<file path="config.mk">
export PLATFORM = sky130hd
export DESIGN_NAME = cfa_flags_acc
export DESIGN_NICKNAME = d
export VERILOG_FILES = /design/src/rtl/cfa_pkg.sv /design/src/rtl/cfa_flags_acc.sv
export SDC_FILE = /design/constraint.sdc
export NUM_CORES = 1
export LEC_CHECK = 0
export ABC_AREA = 0
export BUFFER_PORTS_ARGS = -buffer_cell sky130_fd_sc_hd__buf_2
export CAP_MARGIN = 25
export CORE_MARGIN = 2
export CORE_UTILIZATION = 45
export CTS_BUF_LIST = sky130_fd_sc_hd__clkbuf_8
export DETAILED_ROUTE_END_ITERATION = 8
export PLACE_DENSITY = 0.88
export SLEW_MARGIN = 5
export SYNTH_ARGS = -nofsm -noshare
export SYNTH_HDL_FRONTEND = slang
export SYNTH_SLANG_ARGS = --single-unit
</file>
<file path="constraint.sdc">
create_clock -name clk_in -period 1.7 [get_ports clk_in]
set_input_delay 0.34 -clock clk_in [delete_from_list [all_inputs] [get_ports clk_in]]
set_output_delay 0.34 -clock clk_in [all_outputs]
set_load 0.005 [all_outputs]
</file>
<file path="src/rtl/cfa_pkg.sv">
// package for the status flags and accumulator block
// assumes a single core clock domain, driven by execution datapath
package cfa_pkg;
    localparam int unsigned CFA_DATA_W = 8;
    localparam int unsigned CFA_BIT_GIE = 0;
    localparam int unsigned CFA_BIT_ZERO = 1;
    localparam int unsigned CFA_BIT_CARRY = 2;
    localparam int unsigned CFA_BIT_SUPER = 3;
    localparam int unsigned CFA_BIT_BANK = 4;
    localparam logic [7:0] CFA_FLAGS_RESET = 8'h02;
    localparam logic [7:0] CFA_ACC_RESET = 8'h00;
    localparam logic [7:0] CFA_FLAGS_RW_MASK = 8'h17;

    // logical op on flags: and, or, xor with an 8-bit immediate
    typedef enum logic [3:0] {
        CFA_FOP_NONE = 4'h1,
        CFA_FOP_AND = 4'h2,
        CFA_FOP_OR = 4'h4,
        CFA_FOP_XOR = 4'h8
    } cfa_fop_type;

    typedef struct packed {
        logic valid;
        logic [7:0] result;
        logic carry;
        logic to_acc;
    } cfa_alu_type;
endpackage : cfa_pkg

</file>
<file path="src/rtl/cfa_flags_acc.sv">
// status flags register and accumulator of the core
// assumes the datapath presents alu results and flag ops on clk_in
//
// Behaviour
// [RL1] flags change only via logical flag ops, carry and zero also via alu results
// [RL2] bit 4 selects register bank
// [RL3] bit 3 read-only supervisor indicator
// [RL4] bit 2 carry from each alu op
// [RL5] bit 1 set when result is zero
// [RL6] bit 0 gates all interrupts
// [RL7] accumulator takes each source-mode result
// [RL8] accumulator visible on acc_out, resets zero
// [RL9] reset clears global interrupt enable
// [RL10] bits 7..5 read zero, ignore writes
`timescale 1ns/1ps
module cfa_flags_acc
    import cfa_pkg::*;
(
    input wire logic clk_in,
    input wire logic rst_in,
    input wire logic supervisor_in,
    input wire cfa_alu_type alu_in,
    input wire cfa_fop_type fop_in,
    input wire logic [7:0] fop_imm_in,
    input wire logic irq_pending_in,
    output logic [7:0] flags_out,
    output logic [7:0] acc_out,
    output logic bank_select_bit_out,
    output logic global_interrupt_gate_out,
    output logic irq_take_out
);
    // reserved bits, no storage and no live source
    localparam logic [7:0] RSVD_MASK =
        ~(CFA_FLAGS_RW_MASK | (8'h01 << CFA_BIT_SUPER));
    // bits that an alu result owns over a flag op
    localparam logic [7:0] ALU_MASK =
        (8'h01 << CFA_BIT_CARRY) | (8'h01 << CFA_BIT_ZERO);

    // flags group
    logic [7:0] flags_q;
    logic [7:0] flags_d;
    logic [7:0] stored;
    logic [7:0] opv;
    logic zero_hit;

    // accumulator group
    logic [7:0] acc_q;
    logic [7:0] acc_d;
    logic acc_load;

    assign zero_hit = ~|alu_in.result; // [RL5]
    assign acc_load = alu_in.valid & alu_in.to_acc; // [RL7]

    // flag op first, a same-cycle alu result then owns carry and zero
    always_comb
    begin
        stored = flags_q & CFA_FLAGS_RW_MASK;
        opv = stored;
        case (fop_in)
            CFA_FOP_NONE: opv = stored;
            CFA_FOP_AND: opv = stored & fop_imm_in; // [RL1]
            CFA_FOP_OR: opv = stored | fop_imm_in; // [RL1]
            CFA_FOP_XOR: opv = stored ^ fop_imm_in; // [RL1]
            default: opv = stored;
        endcase
        flags_d = opv & CFA_FLAGS_RW_MASK; // [RL10] [RL3]
        if (alu_in.valid)
        begin
            flags_d[CFA_BIT_CARRY] = alu_in.carry; // [RL4]
            flags_d[CFA_BIT_ZERO] = zero_hit; // [RL5]
        end
    end

    always_ff @(posedge clk_in or posedge rst_in)
    begin
        if (rst_in)
        begin
            flags_q <= CFA_FLAGS_RESET; // [RL9]
        end
        else
        begin
            flags_q <= flags_d;
        end
    end

    a_zero_flag: assert property ( // [RL5]
        @(posedge clk_in) disable iff (rst_in)
        alu_in.valid |=> flags_out[CFA_BIT_ZERO]
            == ($past(alu_in.result) == 8'h00))
        else $error("zero flag wrong");
    a_carry_flag: assert property ( // [RL4]
        @(posedge clk_in) disable iff (rst_in)
        alu_in.valid |=> flags_out[CFA_BIT_CARRY] == $past(alu_in.carry))
        else $error("carry flag wrong");
    a_flags_hold: assert property ( // [RL1]
        @(posedge clk_in) disable iff (rst_in)
        !alu_in.valid && fop_in == CFA_FOP_NONE |=> $stable(flags_q))
        else $error("flags changed without op");
    a_fop_and: assert property ( // [RL1]
        @(posedge clk_in) disable iff (rst_in)
        !alu_in.valid && fop_in == CFA_FOP_AND |=> flags_q
            == ($past(flags_q) & $past(fop_imm_in) & CFA_FLAGS_RW_MASK))
        else $error("and flag op wrong");
    a_fop_or: assert property ( // [RL1]
        @(posedge clk_in) disable iff (rst_in)
        !alu_in.valid && fop_in == CFA_FOP_OR |=> flags_q
            == (($past(flags_q) | $past(fop_imm_in)) & CFA_FLAGS_RW_MASK))
        else $error("or flag op wrong");
    a_fop_xor: assert property ( // [RL1]
        @(posedge clk_in) disable iff (rst_in)
        !alu_in.valid && fop_in == CFA_FOP_XOR |=> flags_q
            == (($past(flags_q) ^ $past(fop_imm_in)) & CFA_FLAGS_RW_MASK))
        else $error("xor flag op wrong");
    a_alu_only: assert property ( // [RL1]
        @(posedge clk_in) disable iff (rst_in)
        alu_in.valid && fop_in == CFA_FOP_NONE
            |=> (flags_q & ~ALU_MASK) == ($past(flags_q) & ~ALU_MASK))
        else $error("alu op changed a software flag");
    a_bank_or: assert property ( // [RL2]
        @(posedge clk_in) disable iff (rst_in)
        fop_in == CFA_FOP_OR && fop_imm_in[CFA_BIT_BANK]
            |=> bank_select_bit_out)
        else $error("bank bit not set");
    a_bank_and: assert property ( // [RL2]
        @(posedge clk_in) disable iff (rst_in)
        fop_in == CFA_FOP_AND && !fop_imm_in[CFA_BIT_BANK]
            |=> !bank_select_bit_out)
        else $error("bank bit not cleared");

    // accumulator loads only from an alu result aimed at it
    always_comb
    begin
        acc_d = acc_q;
        if (acc_load)
        begin
            acc_d = alu_in.result; // [RL7]
        end
    end

    always_ff @(posedge clk_in or posedge rst_in)
    begin
        if (rst_in)
        begin
            acc_q <= CFA_ACC_RESET; // [RL8]
        end
        else
        begin
            acc_q <= acc_d;
        end
    end

    a_acc_load: assert property ( // [RL7]
        @(posedge clk_in) disable iff (rst_in)
        alu_in.valid && alu_in.to_acc |=> acc_out == $past(alu_in.result))
        else $error("accumulator not loaded");
    a_acc_hold: assert property ( // [RL8]
        @(posedge clk_in) disable iff (rst_in)
        !(alu_in.valid && alu_in.to_acc) |=> $stable(acc_out))
        else $error("accumulator changed without op");
    a_acc_valid_only: assert property ( // [RL7]
        @(posedge clk_in) disable iff (rst_in)
        alu_in.to_acc && !alu_in.valid |=> $stable(acc_out))
        else $error("accumulator loaded without valid");

    // bit 3 is not stored: it mirrors the execution mode live
    always_comb
    begin
        flags_out = flags_q & CFA_FLAGS_RW_MASK; // [RL10]
        flags_out[CFA_BIT_SUPER] = supervisor_in; // [RL3]
    end
    assign acc_out = acc_q;
    assign bank_select_bit_out = flags_q[CFA_BIT_BANK]; // [RL2]
    assign global_interrupt_gate_out = flags_q[CFA_BIT_GIE]; // [RL6]
    assign irq_take_out = irq_pending_in & flags_q[CFA_BIT_GIE]; // [RL6]

    a_reserved_zero: assert property ( // [RL10]
        @(posedge clk_in) disable iff (rst_in)
        (flags_out & RSVD_MASK) == 8'h00)
        else $error("reserved flag bits not zero");
    a_super_ro: assert property ( // [RL3]
        @(posedge clk_in) disable iff (rst_in)
        flags_out[CFA_BIT_SUPER] == supervisor_in)
        else $error("supervisor bit not live");
    a_bank_view: assert property ( // [RL2]
        @(posedge clk_in) disable iff (rst_in)
        bank_select_bit_out == flags_out[CFA_BIT_BANK])
        else $error("bank select output differs from flags");
    a_gate_view: assert property ( // [RL6]
        @(posedge clk_in) disable iff (rst_in)
        global_interrupt_gate_out == flags_out[CFA_BIT_GIE])
        else $error("gate output differs from flags");
    a_irq_gate: assert property ( // [RL6]
        @(posedge clk_in) disable iff (rst_in)
        irq_take_out == (irq_pending_in && global_interrupt_gate_out))
        else $error("interrupt gate wrong");
    a_reset_gie: assert property ( // [RL9]
        @(posedge clk_in)
        $fell(rst_in) |-> !global_interrupt_gate_out
            && flags_q == CFA_FLAGS_RESET && acc_out == CFA_ACC_RESET)
        else $error("reset did not clear state");

    // stored bits settable by software, the others never hold a one
    for (genvar i = 0; i < $bits(flags_q); i++)
    begin : g_bit_check
        if (CFA_FLAGS_RW_MASK[i])
        begin : g_rw
            a_bit_set: assert property ( // [RL1]
                @(posedge clk_in) disable iff (rst_in)
                fop_in == CFA_FOP_OR && fop_imm_in[i]
                    && !(alu_in.valid && ALU_MASK[i]) |=> flags_q[i])
                else $error("flag op did not set a stored bit");
        end
        else
        begin : g_fixed
            a_bit_fixed: assert property ( // [RL10]
                @(posedge clk_in) disable iff (rst_in)
                !flags_q[i])
                else $error("unstored flag bit holds a one");
        end
    end
endmodule : cfa_flags_acc

</file>
==> impl_metrics.ini <==
[status]
status = finished, final reports clean

[worst_setup_path]
r2r_start = flags_q[1]$_DFFE_PP1P_
r2r_cells = 5
cpPeakStageDelay_ps = 540
cp.depth = 5
reg2reg_slack_ps = 150
start_kind = flop
cp_cell_sequence = inv_1, ha_1, and3b_2, o311ai_1, nand3_1
r2r_end = flags_q[1]$_DFFE_PP1P_
crit_path_top_delay_cell = dfstp_2
cp.required_ps = 1850
crit_end = flags_q[1]$_DFFE_PP1P_
end_kind = flop
critPathBufInv = 1
criticalPathCategory = flop to flop
crit_fanout = 4
arrival_ps = 1700
startpoint = flags_q[1]$_DFFE_PP1P_
critical_path.top_delay_family = flip-flops

[die]
rows = 15
core_sq_um = 1710
io_pins = 46
start_util_pct = 47.3
die-width_microns = 46.4
die_area_sq_um = 2150
die_y_microns = 46.4

[worst_hold_path]
holdCritPathClass = input pin to asynchronous set/reset pin

[drt]
vias_per_cell = 4.90
ant_nets = 0
finalWirelength_mm = 1.62
post_drt_wl_per_cell_microns = 11.4
firstDrtPassIters = 4
drc = 0
vias = 696
drt_iter0_drc = 9

[clock_network]
clock_latency_ps = 230
clk_pin_slew_worst_paths_ps = 50
clk_path_buf_depth = 2
ctsHoldBuffers = 0
cts_tree = yes
cts_setup_buffers = 0
cts_resized = 0
cts-root-buf = clkbuf_8
cts_sinks = 12
cts_buffers = 3
htree_levels = 1

[power_and_ir_drop]
switching_power_uw = 232
p_int_uw = 651
pwr-share-comb_pct = 24.4
ir_drop_mv = 0.588
p_leak_nw = 0.548
p_clk_share_pct = 34.7
power.share.switching_pct = 26.3
pwr_density_cell_nw_per_um2 = 850
power.total_uw = 883
power_frac_seq_pct = 40.9

[yosys]
syn_area_sq_um = 808
synth_ff_type = dfrtp_1
ys_ff_latch = 12
yosysWarnings = 0
netlist-cell-type-count = 29
syn_inst = 81
seq_area_frac_synth_pct = 37.3
async_flop_share_pct = 100
synth-edff-count = 0
syn_avg_cell_area_sq_um = 9.98

[sta]
holdWs_ps = 90.9
fin_crit_ps = 1550
setup_violations = 0
clock.fmax_mhz = 643
maxSlewViolCount = 0
clock_skew_ps = 0
hold_viol = 0
fin_setup_tns_ps = 0
grt_setup_unrepaired = false
period_share_pct = 91.4

[global_route]
antenna_found_initial = 0
grt_overflow = 0
grtUsageTotal_pct = 17.0
grt_max_degree = 13
grt_pass1_wl_mm = 2.59
grt_pass1_vias = 617

[layout]
nFillCells = 153
n_antenna_cell = 0
utilization_pct = 60.9
drive_gt1_share_pct = 44.4
regArea_sq_um = 302
areaGrowthSynthToFinish_pct = 28.6
nets = 153
final_area_sq_um = 1040
multiInputGateArea_sq_um = 419

[place]
dp_hpwl_mm = 1.32
io_buffers = 36
routabilityCongestion = 0.809
dpl-instance-area_sq_um = 985

[flow_run]
cap_violations = 0
[worst min-delay path by stage]
stage	startpoint	to	slack (ps)	depth (start not counted)
floorplan	rst_in	acc_out[0]$_DFFE_PP0P_	200	1
global placement	rst_in	acc_out[6]$_DFFE_PP0P_	350	2
detailed placement	rst_in	acc_out[0]$_DFFE_PP0P_	360	2
CTS	rst_in	flags_q[2]$_DFFE_PP0P_	100	2
global route	rst_in	acc_out[2]$_DFFE_PP0P_	130	2
finish	rst_in	flags_q[2]$_DFFE_PP0P_	90	2
[sequential cells by signal, summed over array words and instances, names as in the netlist]
signal	cells
acc_out	8
flags_q	4
[layout by cell type (no fill, tap or decap), types with 2 or more instances in the layout]
master / instances
a21oi_1: 2
a22oi_1: 2
a2bb2oi_1: 2
buf_2: 36
clkbuf_8: 4
conb_1: 3
dfrtp_1: 11
ha_1: 8
inv_1: 12
mux2_2: 8
nand2_1: 4
nand3b_1: 2
nor2_1: 2
nor2b_1: 3
o21ai_0: 2
o21ai_1: 2
[layout make-up]
| class | instances | share of cell area [%] |
|---|---|---|
| clock buffer | 4 | 5.29 |
| inverter | 12 | 4.33 |
| multi-input combinational | 52 | 40.3 |
| sequential | 12 | 29.0 |
| timing repair buffer | 37 | 18.1 |
| tap | 25 | 3.01 |
[logic make-up (layout without fill, tap and decap cells)]
group           Yosys count  in the layout  share of synthesized area, %
compound gates           14             14                          12.8
simple gates             19             19                          14.1
mux                       8              8                          11.1
other cells               1              3                         0.464
flops                    12             12                          37.3
buf+inv                  19             53                          11.8
fa+ha+maj                 8              8                          12.4
[cells in the mapped netlist (2+ instances only)]
cell	number	share of area (%)
inv_1	12	5.6
a22oi_1	2	1.9
ha_1	8	12
o21ai_1	2	1.2
nor2_1	2	0.93
dfrtp_1	11	34
nand2_1	4	1.9
buf_4	6	5.6
a2bb2oi_1	2	2.2
nor2b_1	3	2.3
a21oi_1	2	1.2
nand3b_1	2	1.9
mux2_2	8	11
o21ai_0	2	1.2
[metrics by stage]
step,worst slack (ps),cells
2_1_floorplan,289,83
3_3_place_gp,207,138
3_5_place_dp,156,138
4_1_cts,148,142
5_1_grt,24.6,142
6_report,146,142
[routing by layer]
metal	vias to the layer above	global-route usage [%]	routed length (microns)
met4	0	5.14	0
li1	341	-	-
met5	-	0	0
met1	319	23.3	709
met2	36	26.9	772
met3	0	3.53	137
[power by group through the flow]
stage | Clock, mW | Sequential (mW) | Combinational (mW)
floorplan | 0 | 0.366 | 0.126
global placement | 0 | 0.362 | 0.211
detailed placement | 0 | 0.366 | 0.218
CTS | 0.312 | 0.362 | 0.219
global route | 0.322 | 0.369 | 0.249
finish | 0.306 | 0.361 | 0.216
Power figures use the tool's default switching activity.
